### src/include/ovh_pkg.sv
package ovh_pkg;
    // Bits per block: one overhead bit followed by 84 payload bits
    localparam int unsigned OVH_BLK_BITS = 85;
    localparam logic [6:0] OVH_BLK_OH_POS = 7'h00;
    localparam logic [6:0] OVH_BLK_LAST = 7'h54;
    localparam logic [6:0] OVH_BLK_RST = 7'h00;
    // Overhead slots per frame, counted from the coincident strobe and boundary
    localparam int unsigned OVH_SLOTS = 56;
    localparam int unsigned OVH_SLOT_W = 6;
    localparam logic [5:0] OVH_SLOT_LAST = 6'h37;
    localparam logic [5:0] OVH_SLOT_RST = 6'h00;
    // One bit per slot: X, AIC, NA, FEAC, UDL, CP, FEBE and DL positions accept insertion
    localparam logic [55:0] OVH_INSERT_MASK = 56'h54_5454_5454_5555;
    localparam int unsigned OVH_FIFO_DEPTH = 8;
    localparam int unsigned OVH_FIFO_WIDTH = OVH_SLOT_W + 1;
endpackage

### src/hw/ovh_tx_port.sv
`timescale 1ns/100ps

module ovh_fifo #(
    parameter int unsigned WIDTH = 7,
    parameter int unsigned DEPTH = 8
) (
    input wire logic clk_i,
    input wire logic rst_n_i,
    input wire logic in_valid_i,
    output logic in_ready_o,
    input wire logic [WIDTH-1:0] in_data_i,
    output logic out_valid_o,
    input wire logic out_ready_i,
    output logic [WIDTH-1:0] out_data_o
);
    localparam int unsigned AW = $clog2(DEPTH);

    logic [WIDTH-1:0] mem_r [DEPTH];
    logic [AW:0] wr_r;
    logic [AW:0] rd_r;

    wire [AW-1:0] wr_idx = wr_r[AW-1:0];
    wire [AW-1:0] rd_idx = rd_r[AW-1:0];
    // Extra pointer bit tells full from empty when the indices match
    wire idx_same = (wr_idx == rd_idx);
    wire full = (wr_r[AW] != rd_r[AW]) && idx_same;
    wire empty = (wr_r == rd_r);
    wire push = in_valid_i && !full;
    wire pop = out_valid_o && out_ready_i;

    assign in_ready_o = !full;
    assign out_valid_o = !empty;
    assign out_data_o = mem_r[rd_idx];

    always_ff @(posedge clk_i or negedge rst_n_i) begin
        if (!rst_n_i) begin
            wr_r <= '0;
        end else if (push) begin
            wr_r <= wr_r + {{AW{1'b0}}, 1'b1};
        end
    end

    always_ff @(posedge clk_i or negedge rst_n_i) begin
        if (!rst_n_i) begin
            rd_r <= '0;
        end else if (pop) begin
            rd_r <= rd_r + {{AW{1'b0}}, 1'b1};
        end
    end

    // Storage carries no reset: only the pointers decide what is valid
    always_ff @(posedge clk_i) begin
        if (push) begin
            mem_r[wr_idx] <= in_data_i;
        end
    end
endmodule

module ovh_tx_port import ovh_pkg::*; #(
    parameter int unsigned FIFO_DEPTH = OVH_FIFO_DEPTH
) (
    input wire logic clk_i,
    input wire logic rst_n_i,
    input wire logic ovh_insert_request_i,
    input wire logic ovh_serial_in_i,
    input wire logic payload_i,
    input wire logic int_ovh_i,
    output logic ovh_slot_strobe_o,
    output logic ovh_frame_boundary_o,
    output logic tx_data_o,
    output logic tx_ovh_mark_o,
    output logic ins_drop_o
);
    logic [6:0] blk_r;
    logic [5:0] slot_r;
    logic strobe_r;
    logic frame_r;
    logic tx_data_r;
    logic tx_ovh_r;
    logic drop_r;
    logic cap_vld_r;
    logic cap_dat_r;
    logic [5:0] cap_slot_r;
    logic [OVH_SLOTS-1:0] pend_vld_r;
    logic [OVH_SLOTS-1:0] pend_val_r;
    logic [OVH_SLOTS-1:0] act_vld_r;
    logic [OVH_SLOTS-1:0] act_val_r;
    logic [OVH_SLOTS-1:0] pend_vld_nxt;
    logic [OVH_SLOTS-1:0] pend_val_nxt;
    logic fifo_in_ready;
    logic fifo_out_valid;
    logic [OVH_FIFO_WIDTH-1:0] fifo_out_data;
    logic [OVH_FIFO_WIDTH-1:0] cap_word;
    // One-hot walk through each block: overhead bit, payload run, strobe cycle
    typedef enum logic [2:0] {
        PH_OVH = 3'h1,
        PH_PAY = 3'h2,
        PH_STB = 3'h4
    } ovh_phase_t;
    ovh_phase_t ph_r;
    ovh_phase_t ph_nxt;

    // Bit position within the block and overhead slot within the frame
    wire at_oh = (ph_r == PH_OVH);
    wire at_blk_end = (blk_r == OVH_BLK_LAST);
    wire slot_last = (slot_r == OVH_SLOT_LAST);
    wire at_frame_end = at_blk_end && slot_last;
    wire [6:0] blk_nxt = at_blk_end ? OVH_BLK_OH_POS : blk_r + 7'h01;
    wire [5:0] slot_inc = slot_last ? OVH_SLOT_RST : slot_r + 6'h01;
    wire [5:0] slot_nxt = at_blk_end ? slot_inc : slot_r;
    wire strobe_nxt = (ph_nxt == PH_STB);

    always_comb begin
        ph_nxt = ph_r;
        case (ph_r)
            PH_OVH: begin
                ph_nxt = PH_PAY;
            end
            PH_PAY: begin
                if (blk_nxt == OVH_BLK_LAST) begin
                    ph_nxt = PH_STB;
                end
            end
            PH_STB: begin
                ph_nxt = PH_OVH;
            end
            default: begin
                ph_nxt = PH_OVH;
            end
        endcase
    end
    wire frame_nxt = strobe_nxt && (slot_nxt == OVH_SLOT_LAST);

    // Only insertable slots are accepted, and only with the request high
    wire slot_insertable = OVH_INSERT_MASK[slot_r];
    wire req_at_oh = ovh_insert_request_i && at_oh;
    wire take_ins = req_at_oh && slot_insertable;

    // Pops stall in the swap cycle so no write lands on a half-copied frame
    // Slot 55 is never insertable, so the stall there loses nothing
    wire drain_ready = !at_frame_end;
    wire pop = fifo_out_valid && drain_ready;
    wire [5:0] pop_slot = fifo_out_data[OVH_FIFO_WIDTH-1:1];
    wire pop_dat = fifo_out_data[0];

    // Outbound bit: replaced slot value, else internal overhead, else payload
    wire ovh_sel = act_vld_r[slot_r];
    wire ovh_bit = ovh_sel ? act_val_r[slot_r] : int_ovh_i;
    wire tx_data_nxt = at_oh ? ovh_bit : payload_i;
    wire drop_nxt = cap_vld_r && !fifo_in_ready;

    genvar gi;
    generate
        for (gi = 0; gi < OVH_SLOTS; gi = gi + 1) begin : g_slot
            wire hit = pop && (pop_slot == OVH_SLOT_W'(gi));
            assign pend_vld_nxt[gi] = at_frame_end ? 1'b0 : (pend_vld_r[gi] | hit);
            assign pend_val_nxt[gi] = hit ? pop_dat : pend_val_r[gi];
        end
    endgenerate

    // Counters free-run from reset; the terminal syncs on the first strobe with boundary
    always_ff @(posedge clk_i or negedge rst_n_i) begin
        if (!rst_n_i) begin
            ph_r <= PH_OVH;
        end else begin
            ph_r <= ph_nxt;
        end
    end

    always_ff @(posedge clk_i or negedge rst_n_i) begin
        if (!rst_n_i) begin
            blk_r <= OVH_BLK_RST;
        end else begin
            blk_r <= blk_nxt;
        end
    end

    always_ff @(posedge clk_i or negedge rst_n_i) begin
        if (!rst_n_i) begin
            slot_r <= OVH_SLOT_RST;
        end else begin
            slot_r <= slot_nxt;
        end
    end

    always_ff @(posedge clk_i or negedge rst_n_i) begin
        if (!rst_n_i) begin
            strobe_r <= 1'b0;
        end else begin
            strobe_r <= strobe_nxt;
        end
    end

    always_ff @(posedge clk_i or negedge rst_n_i) begin
        if (!rst_n_i) begin
            frame_r <= 1'b0;
        end else begin
            frame_r <= frame_nxt;
        end
    end

    // Falling-edge capture gives the terminal half a cycle after its rising-edge drive
    // Request and data must stand from the rising edge through this falling edge
    always_ff @(negedge clk_i or negedge rst_n_i) begin
        if (!rst_n_i) begin
            cap_vld_r <= 1'b0;
        end else begin
            cap_vld_r <= take_ins;
        end
    end

    always_ff @(negedge clk_i or negedge rst_n_i) begin
        if (!rst_n_i) begin
            cap_dat_r <= 1'b0;
            cap_slot_r <= OVH_SLOT_RST;
        end else if (take_ins) begin
            cap_dat_r <= ovh_serial_in_i;
            cap_slot_r <= slot_r;
        end
    end

    // Pending slots gather this frame's insertions; they go live at the frame end
    always_ff @(posedge clk_i or negedge rst_n_i) begin
        if (!rst_n_i) begin
            pend_vld_r <= '0;
            pend_val_r <= '0;
        end else begin
            pend_vld_r <= pend_vld_nxt;
            pend_val_r <= pend_val_nxt;
        end
    end

    always_ff @(posedge clk_i or negedge rst_n_i) begin
        if (!rst_n_i) begin
            act_vld_r <= '0;
            act_val_r <= '0;
        end else if (at_frame_end) begin
            act_vld_r <= pend_vld_r;
            act_val_r <= pend_val_r;
        end
    end

    // The outbound bit is registered, so it trails its position by one cycle
    always_ff @(posedge clk_i or negedge rst_n_i) begin
        if (!rst_n_i) begin
            tx_data_r <= 1'b0;
        end else begin
            tx_data_r <= tx_data_nxt;
        end
    end

    always_ff @(posedge clk_i or negedge rst_n_i) begin
        if (!rst_n_i) begin
            tx_ovh_r <= 1'b0;
        end else begin
            tx_ovh_r <= at_oh;
        end
    end

    // At one insertion per 85 cycles the FIFO cannot fill; the pulse flags it anyway
    always_ff @(posedge clk_i or negedge rst_n_i) begin
        if (!rst_n_i) begin
            drop_r <= 1'b0;
        end else begin
            drop_r <= drop_nxt;
        end
    end

    // Slot number travels with the bit so the pop side needs no counter of its own
    assign cap_word = {cap_slot_r, cap_dat_r};

    ovh_fifo #(
        .WIDTH(OVH_FIFO_WIDTH),
        .DEPTH(FIFO_DEPTH)
    ) u_fifo (
        .clk_i(clk_i),
        .rst_n_i(rst_n_i),
        .in_valid_i(cap_vld_r),
        .in_ready_o(fifo_in_ready),
        .in_data_i(cap_word),
        .out_valid_o(fifo_out_valid),
        .out_ready_i(drain_ready),
        .out_data_o(fifo_out_data)
    );

    assign ovh_slot_strobe_o = strobe_r;
    assign ovh_frame_boundary_o = frame_r;
    assign tx_data_o = tx_data_r;
    assign tx_ovh_mark_o = tx_ovh_r;
    assign ins_drop_o = drop_r;
endmodule

### config.mk
export PLATFORM = sky130hd
export DESIGN_NAME = ovh_tx_port
export DESIGN_NICKNAME = d
export VERILOG_FILES = /design/src/include/ovh_pkg.sv /design/src/hw/ovh_tx_port.sv
export SDC_FILE = /design/constraint.sdc
export NUM_CORES = 1
export LEC_CHECK = 0
export ABC_AREA = 1
export BUFFER_PORTS_ARGS = -buffer_cell sky130_fd_sc_hd__buf_2
export CELL_PAD_IN_SITES_DETAIL_PLACEMENT = 0
export CELL_PAD_IN_SITES_GLOBAL_PLACEMENT = 1
export CORE_UTILIZATION = 53
export DETAILED_ROUTE_END_ITERATION = 7
export PLACE_DENSITY = 0.93
export SLEW_MARGIN = 40
export SYNTH_ARGS = -nofsm -noshare
export SYNTH_HDL_FRONTEND = slang
export SYNTH_SLANG_ARGS = --single-unit
### constraint.sdc
create_clock -name clk_i -period 5.4 [get_ports clk_i]
set_input_delay 0.27 -clock clk_i [delete_from_list [all_inputs] [get_ports clk_i]]
set_output_delay 0.27 -clock clk_i [all_outputs]
set_load 0.01 [all_outputs]
-- Word level (Yosys, flattened, before mapping)
Memory sizes are Yosys's and may differ from the RTL's.
Cells that the tools add are included.
- bitwise gates (word level): 56
- add/sub/neg operators: 4
- equality and inequality tests: 65
- order comparisons: 1
- mux-type cells: 70
- reduce and logical (&&, ||, !) cells: 68
- operators by type and width (cell ; number):
    6-bit == test (second input constant) ; 26
    6-bit by 5-bit == test with 1-bit output (second input constant) ; 16
    1-bit logical AND ; 64
    1-bit 2-to-1 mux ; 63
    1-bit bitwise OR ; 56
    6-bit by 4-bit == test with 1-bit output (second input constant) ; 8
    6-bit by 3-bit == test with 1-bit output (second input constant) ; 4
    7-bit == test (second input constant) ; 2
    1-bit binary-select mux with 6-bit select ; 2
    6-bit by 2-bit == test with 1-bit output (second input constant) ; 2
    6-bit 2-to-1 mux ; 2
    4-bit by 1-bit adder with 4-bit output (second input constant) ; 2
    7-bit by 1-bit adder with 7-bit output (second input constant) ; 1
    6-bit by 7-bit < comparator with 1-bit output (second input constant) ; 1
    7-bit 2-to-1 mux ; 1
    6-bit by 1-bit adder with 6-bit output (second input constant) ; 1
    6-bit by 1-bit == test with 1-bit output (second input constant) ; 1
    6-bit logical NOT ; 1
    3-bit one-hot mux with 2 select lines ; 1
    4-bit == test ; 1
    3-bit by 1-bit == test with 1-bit output (second input constant) ; 1
    3-bit by 2-bit == test with 1-bit output (second input constant) ; 1
    3-bit == test ; 1
    3-bit == test (second input constant) ; 1
    other kinds (3) ; 5
- input bits: 6
- output and inout bits: 5
- ROM bits: 64
- bits in writable memories: 56
- register bits: 261
- memories kept: 2
- logic and storage cells: 338
- memories (name ; depth ; bits a word ; rd ports ; clocked after memory_dff ; wr ports ; line ; text):
    (no name shown) ; 64 ; 1 ; 1 ; 0 ; 0 ; ovh_tx_port.sv:135 ; wire slot_insertable = OVH_INSERT_MASK[slot_r];
    u_fifo.mem_r ; 8 ; 7 ; 1 ; 0 ; 1 ; ovh_tx_port.sv:18 ; logic [WIDTH-1:0] mem_r [DEPTH];

-- Longest topological paths before layout
Gate-level depths: netlist (run 1).
- word-level depth: 7
- depth in mapped cells: 16
- gate-level depth less buffers: 14

-- Hierarchy
Synthesis (run 1) repeated with hierarchy kept, for this count alone.
- cells, all modules: 1569
- area, all modules: 13725.7 µm²
- by module, submodules not included (module ; seq. area each (µm²) ; cells each ; area each (µm²) ; instances):
    ovh_tx_port ; 6332.3 ; 1326 ; 10994.3 ; 1
    ovh_fifo ; 1881.8 ; 243 ; 2731.4 ; 1

==> results.json, run 1 <==
{
  "synth.ff_latch_count": 317,
  "drt_first_iter_violations": 1044,
  "synth_fp_nets": 1533,
  "path_clk_slew_ps": 60,
  "final_core_utilization_pct": 59.5,
  "timing.hold.worst.start": "int_ovh_i",
  "worstSetupStartpoint": "ph_r[0]$_DFF_PN1_",
  "max_root_sink_buffers": 3,
  "worst-slew-pin-transition_ps": 774,
  "timing.critical_path.slowest_cell_delay_ps": 520,
  "crit_path_cell_trace": "inv_1 -> nor3_1 -> inv_1 -> nor2_1 -> nand3_1 -> nand2_1 -> o21ai_0",
  "path_class": "reg -> reg",
  "drive_gt1_share_pct": 6.10,
  "hold-worst-slack_ps": 165,
  "drt_drc_violations_left": 0,
  "initial_utilization_pct": 53.9,
  "worst_ir_drop_vdd_mv": 0.293,
  "critPathLaunchType": "flop",
  "antenna_found_initial": 0,
  "boundaryPins": 11,
  "worst-endpoint-arrival_ps": 2360,
  "fin_tns_setup_ps": 0,
  "finalSetupViolCount": 0,
  "setup_repair_after_global_routing_missed_its_margin": "no",
  "synth.yosys.seq_area_share_pct": 60.7,
  "critical_path.endpoint_type": "flop",
  "grt_busiest_layer": "met2",
  "run_status": "complete, no violations",
  "critPathRequiredTime_ps": 3030,
  "syn_area_sq_um": 13500,
  "route.detailed.wl_per_inst_um": 16.6,
  "crit_path_end": "cap_slot_r[1]$_DFFE_NN0P_",
  "root_buffer": "clkbuf_16",
  "overflow": 0,
  "max_cap_viol_count": 0,
  "first_pass_grt_wire_length_um": 50500,
  "rr_startpoint": "ph_r[0]$_DFF_PN1_",
  "slew-limit-headroom_pct": 48.4,
  "final-max-slew-violation-count": 0,
  "tritoncts": "done",
  "htree_num_levels": 2,
  "powerDensity_nw_per_um2": 444,
  "drt-vias-per-instance": 5.33,
  "rr_worst_depth": 7,
  "grtUsageMet1_pct": 34.1,
  "via_count_of_the_first_global_routing_pass": 9696,
  "postCtsResizedCells": 0,
  "die_outline_area_sq_um": 26200,
  "areaGrowthSynthToFinish_pct": 10.5,
  "synth-warning-count": 0,
  "netlist_instances": 1521,
  "synthDistinctLibCells": 39,
  "grt_max_degree": 93,
  "critical_path.max_fanout": 14,
  "clock_skew_ps": 16.3,
  "clk_latency_ps": 520,
  "finish.net_count": 1529,
  "dieHeight_um": 162,
  "number_of_input_and_output_port_buffers_inserted": 10,
  "hold_class": "in -> reg",
  "placementRows": 58,
  "placeableCoreArea_sq_um": 25100,
  "dr.pass1.iters": 5,
  "wirelength_um": 31000,
  "path_common_cell": "inv_1",
  "syn_avg_cell_area_sq_um": 8.89,
  "globalRouteTotalUtil_pct": 24.7,
  "antenna_cells": 0,
  "report.final.hold_viol_count": 0,
  "via_count": 9968,
  "r2r_setup_slack_ps": 670,
  "met3_usage_pct": 4.21,
  "clkSinkCount": 317,
  "reg2reg_to": "cap_slot_r[1]$_DFFE_NN0P_",
  "static_leakage_nw": 6.73,
  "crit_path_top_delay_cell": "dfstp_2",
  "dp.final_hpwl_um": 19500,
  "die_wd_um": 162,
  "routabilityCongestion": 0.880,
  "detail-route-antenna-nets": 0,
  "global_route.usage.met2_pct": 39.6,
  "cts_made_buffers": 34
}
## state kept, by name, indices dropped and copies added, names as in the netlist, 3 cells and up
register,count
blk_r,7
pend_vld_r,56
slot_r,6
act_val_r,56
cap_slot_r,6
act_vld_r,56
u_fifo.rd_r,4
pend_val_r,56
u_fifo.wr_r,4
ph_r,3
u_fifo.mem_r,56
## final cells by class
cell class | instances | area (sq um)
Clock inverter | 7 | 36.3
Tap cell | 330 | 413
Inverter | 169 | 634
Fill cell | 2193 | 10200
Sequential cell | 317 | 8220
Clock buffer | 52 | 1030
Multi-Input combinational cell | 964 | 4350
Timing Repair Buffer | 31 | 270
## logic make-up after synthesis
logic type	share of synthesized area (%)
adders and majority gates	0.555
xor gates and xnor gates	0.712
DFF	60.7
and+or+nand+nor	19.6
buffers and inverters	7.25
muxes	0.0740
AOI/OAI and AO/OA	11.1
## synth_stat cells, drive strengths merged
cell / count / area, sq um
mux2i: 1 / 10.0
clkinv: 3 / 11.3
or2: 1 / 6.26
xnor2: 1 / 8.76
nand3b: 1 / 7.51
nand3: 69 / 345
and3: 2 / 12.5
nor3: 8 / 40.0
nand2: 434 / 1630
nor2: 140 / 563
o22ai: 14 / 87.6
dfrtp: 252 / 6310
buf: 39 / 226
dfstp: 1 / 26.3
inv: 166 / 623
o211ai: 5 / 51.3
nand4: 3 / 18.8
a21oi: 58 / 302
xor2: 10 / 87.6
nor4: 1 / 6.26
ha: 6 / 75.1
nor3b: 2 / 15.0
clkbuf: 32 / 120
o21ai: 207 / 1060
or3: 1 / 6.26
dfrtn: 8 / 200
edfxtp: 56 / 1680
## metal layers
layer,up-vias,share of wire (%)
met1,4804,45
met3,71,5.3
met5,-,0
li1,4834,-
met4,0,2.7
met2,259,48
## metrics by stage
step	cells	total power, mW	area [sq um]	setup WS (ps)
global placement	1806	4.36	13800	886
detailed placement	1809	4.45	13900	809
finish	1870	6.63	14900	670
floorplan	1521	3.94	13500	748
global route	1870	6.96	14900	487
CTS	1870	6.67	14900	723
## report_power, final
part	internal, mW	leakage [nW]	switching (mW)
registers	2.77	3.89	0.173
logic	0.402	2.33	1.06
clock network	1.31	0.513	0.908
## worst min path at each step
stage	slack [ps]	depth (start not counted)	endpoint
after detailed placement	340	1	u_fifo.wr_r[3]$_DFFE_PN0P_
after floorplan	-30	0	act_val_r[0]$_DFFE_PN0P_
after CTS	140	5	tx_data_o$_DFF_PN0_
final	170	5	tx_data_o$_DFF_PN0_
after global placement	340	1	u_fifo.wr_r[3]$_DFFE_PN0P_
after global routing	190	5	tx_data_o$_DFF_PN0_
## cells in the final DEF (no fill, tap or decap), drive strengths merged, types with 29 or more instances in the layout
cell type / Yosys / routed
nand3: 69 / 69
nand2: 434 / 434
dfrtp: 252 / 252
nor2: 140 / 140
a21oi: 58 / 58
inv: 166 / 166
clkbuf: 32 / 52
buf: 39 / 29
edfxtp: 56 / 56
o21ai: 207 / 207
## critical path: cells and delay by family (launching register included)
kind / cells / cell delay (ps)
AO/OA/AOI/OAI: 1 / 110
buffers and inverters: 2 / 210
flip-flops: 1 / 520
AND/OR/NAND/NOR: 4 / 1020
## what timing repair did
| action | in CTS | in global routing |
|---|---|---|
| hold buffers | 2 | 0 |
| setup buffers | 0 | 0 |
| endpoints found under the hold margin | 83 | 0 |
(Power assumes the default switching activity.)
==> run 2: changes to the inputs <==
--- a/config.mk
+++ b/config.mk
@@ -7,11 +7,9 @@
 export LEC_CHECK = 0
 export ABC_AREA = 1
 export BUFFER_PORTS_ARGS = -buffer_cell sky130_fd_sc_hd__buf_2
-export CELL_PAD_IN_SITES_DETAIL_PLACEMENT = 0
-export CELL_PAD_IN_SITES_GLOBAL_PLACEMENT = 1
-export CORE_UTILIZATION = 53
+export CORE_UTILIZATION = 62
 export DETAILED_ROUTE_END_ITERATION = 7
-export PLACE_DENSITY = 0.93
+export PLACE_DENSITY = 0.86
 export SLEW_MARGIN = 40
 export SYNTH_ARGS = -nofsm -noshare
 export SYNTH_HDL_FRONTEND = slang
==> run 2 against run 1 <==
  * Flip-flop and latch count unchanged
  * Sequential power hardly changed
  * Power is 2.5% lower
  * Wire length decreased by 1.4%
  * First-iteration DRC count down 8.0%
  * Critical endpoint is now cap_slot_r[3]$_DFFE_NN0P_
  * Cell area fell by 1.1%
==> results.json, run 2 (synthesized netlist as in run 1, its figures left out) <==
{
  "worst_ir_drop_vdd_mv": 0.303,
  "placement.setup.worst_slack_ps": 775,
  "max_root_sink_buffers": 3,
  "finalSetupViolCount": 0,
  "tritoncts": "done",
  "dieHeight_um": 150,
  "ff_latch_area_sq_um": 8220,
  "drt_drc_violations_left": 0,
  "boundaryPins": 11,
  "fillerInstances": 1535,
  "setup_repair_after_global_routing_missed_its_margin": "no",
  "die_outline_area_sq_um": 22400,
  "via_count": 10200,
  "cts_made_buffers": 31,
  "clk_latency_ps": 560,
  "max_cap_viol_count": 0,
  "placementRows": 53,
  "detail-route-antenna-nets": 0,
  "htree_num_levels": 1,
  "run_status": "complete, no violations",
  "route.detailed.wl_per_inst_um": 16.9,
  "drive_gt1_share_pct": 6.45,
  "areaGrowthSynthToFinish_pct": 9.31,
  "initial_utilization_pct": 63.7,
  "reg2reg_to": "cap_slot_r[3]$_DFFE_NN0P_",
  "first_pass_grt_wire_length_um": 49700,
  "static_leakage_nw": 6.69,
  "worst-slew-pin-transition_ps": 906,
  "drt_first_iter_violations": 960,
  "final_cell_mix": "433 x nand2_1, 251 x dfrtp_1, 178 x o21ai_0",
  "dp.final_hpwl_um": 18800,
  "path_class": "reg -> reg",
  "routabilityCongestion": 0.913,
  "rr_worst_depth": 7,
  "dr.pass1.iters": 6,
  "number_of_setup_buffers_added_after_cts": 0,
  "critPathLaunchType": "flop",
  "antenna_cells": 0,
  "grt_max_degree": 206,
  "drt-vias-per-instance": 5.61,
  "placeableCoreArea_sq_um": 21200,
  "final.setup.worst_slack_ps": 570,
  "postCtsResizedCells": 0,
  "final-max-slew-violation-count": 0,
  "die_wd_um": 150,
  "layoutNonFillerInstCount": 1810,
  "crit_path_end": "cap_slot_r[3]$_DFFE_NN0P_",
  "wirelength_um": 30600,
  "slew-limit-headroom_pct": 39.6,
  "critPathRequiredTime_ps": 3070,
  "globalRouteTotalUtil_pct": 28.6,
  "critical_path.endpoint_type": "flop",
  "worstSetupStartpoint": "ph_r[0]$_DFF_PN1_",
  "overflow": 0,
  "multi_input_combinational_cell_area_sq_um": 4350,
  "finish.net_count": 1522,
  "fin_tns_setup_ps": 0,
  "report.final.hold_viol_count": 0,
  "layout.cells.most_common": "nand2_1",
  "post-place-cells": 1750,
  "antenna_found_initial": 0,
  "number_of_input_and_output_port_buffers_inserted": 10,
  "clkSinkCount": 317,
  "via_count_of_the_first_global_routing_pass": 9951,
  "r2r_setup_slack_ps": 570,
  "critical_path.max_fanout": 14,
  "worst-endpoint-arrival_ps": 2500,
  "hold_class": "in -> reg",
  "rr_startpoint": "ph_r[0]$_DFF_PN1_",
  "clock_skew_ps": 18.2,
  "path_clk_slew_ps": 60,
  "powerDensity_nw_per_um2": 437,
  "root_buffer": "clkbuf_16"
}
-- run 2: cell types whose count changed in the layout (fill, tap and decap cells not counted), moves of 2 or more --
cell,delta
clkbuf_1,-7
clkbuf_16,-5
clkinv_1,-3
clkinv_2,+8
buf_4,-3
clkbuf_8,+2
-- run 2: critical path: stages (launching register included) --
cell     delay (ps)
dfstp_2         520
inv_1            50
nor3_1          360
inv_1           200
nor2_1          160
nand3_1         380
nand2_1         190
o21ai_0          90
-- run 2: final cells by class --
class	instances	area share, %
repair buffers	27	1.63
multi-input cells	964	29.4
clock buffers	43	6.19
inverters	169	4.29
clock inverters	15	0.618
well taps	275	2.33
flip-flops and latches	317	55.6
-- run 2: report_power, final --
group / total (mW) / switching [mW] / internal [mW]
logic: 1.42 / 1.05 / 0.370
clock network: 2.09 / 0.907 / 1.19
registers: 2.95 / 0.180 / 2.77
total: 6.47 / 2.14 / 4.33
-- run 2: repair_timing --
| item | 4_1_cts | 5_1_grt |
|---|---|---|
| hold endpoints to repair | 81 | 0 |
| hold buffers | 2 | 0 |
| setup endpoints to repair | 0 | 0 |
-- run 2: stage by stage --
step / power, mW / cell area [sq um] / util [%] / hold slack, ps
after CTS: 6.48 / 14800 / 69.7 / 78.4
after floorplan: 3.94 / 13500 / - / -25.6
after detailed placement: 4.38 / 13800 / 64.8 / 330
final: 6.47 / 14800 / 69.7 / 90.5
after global placement: 4.32 / 13700 / 64.7 / 320
after global routing: 6.77 / 14800 / 69.7 / 131
-- run 2: metal layers --
metal / vias to the layer above / global-route usage (%) / routed length (um)
li1: 4817 / - / -
met1: 4871 / 38.8 / 12700
met2: 414 / 47.3 / 14800
met3: 58 / 5.40 / 2420
met4: 0 / 8.08 / 631
met5: - / 0 / 0
-- run 2: worst min path at each step --
stage                    from                         to  slack [ps]  cells after the start
floorplan             rst_n_i   act_val_r[0]$_DFFE_PN0P_         -30                      0
global placement      rst_n_i  act_val_r[43]$_DFFE_PN0P_         320                      1
detailed placement    rst_n_i   pend_vld_r[31]$_DFF_PN0_         330                      1
CTS                 int_ovh_i        tx_data_o$_DFF_PN0_          80                      5
global route        int_ovh_i        tx_data_o$_DFF_PN0_         130                      5
finish              int_ovh_i        tx_data_o$_DFF_PN0_          90                      5
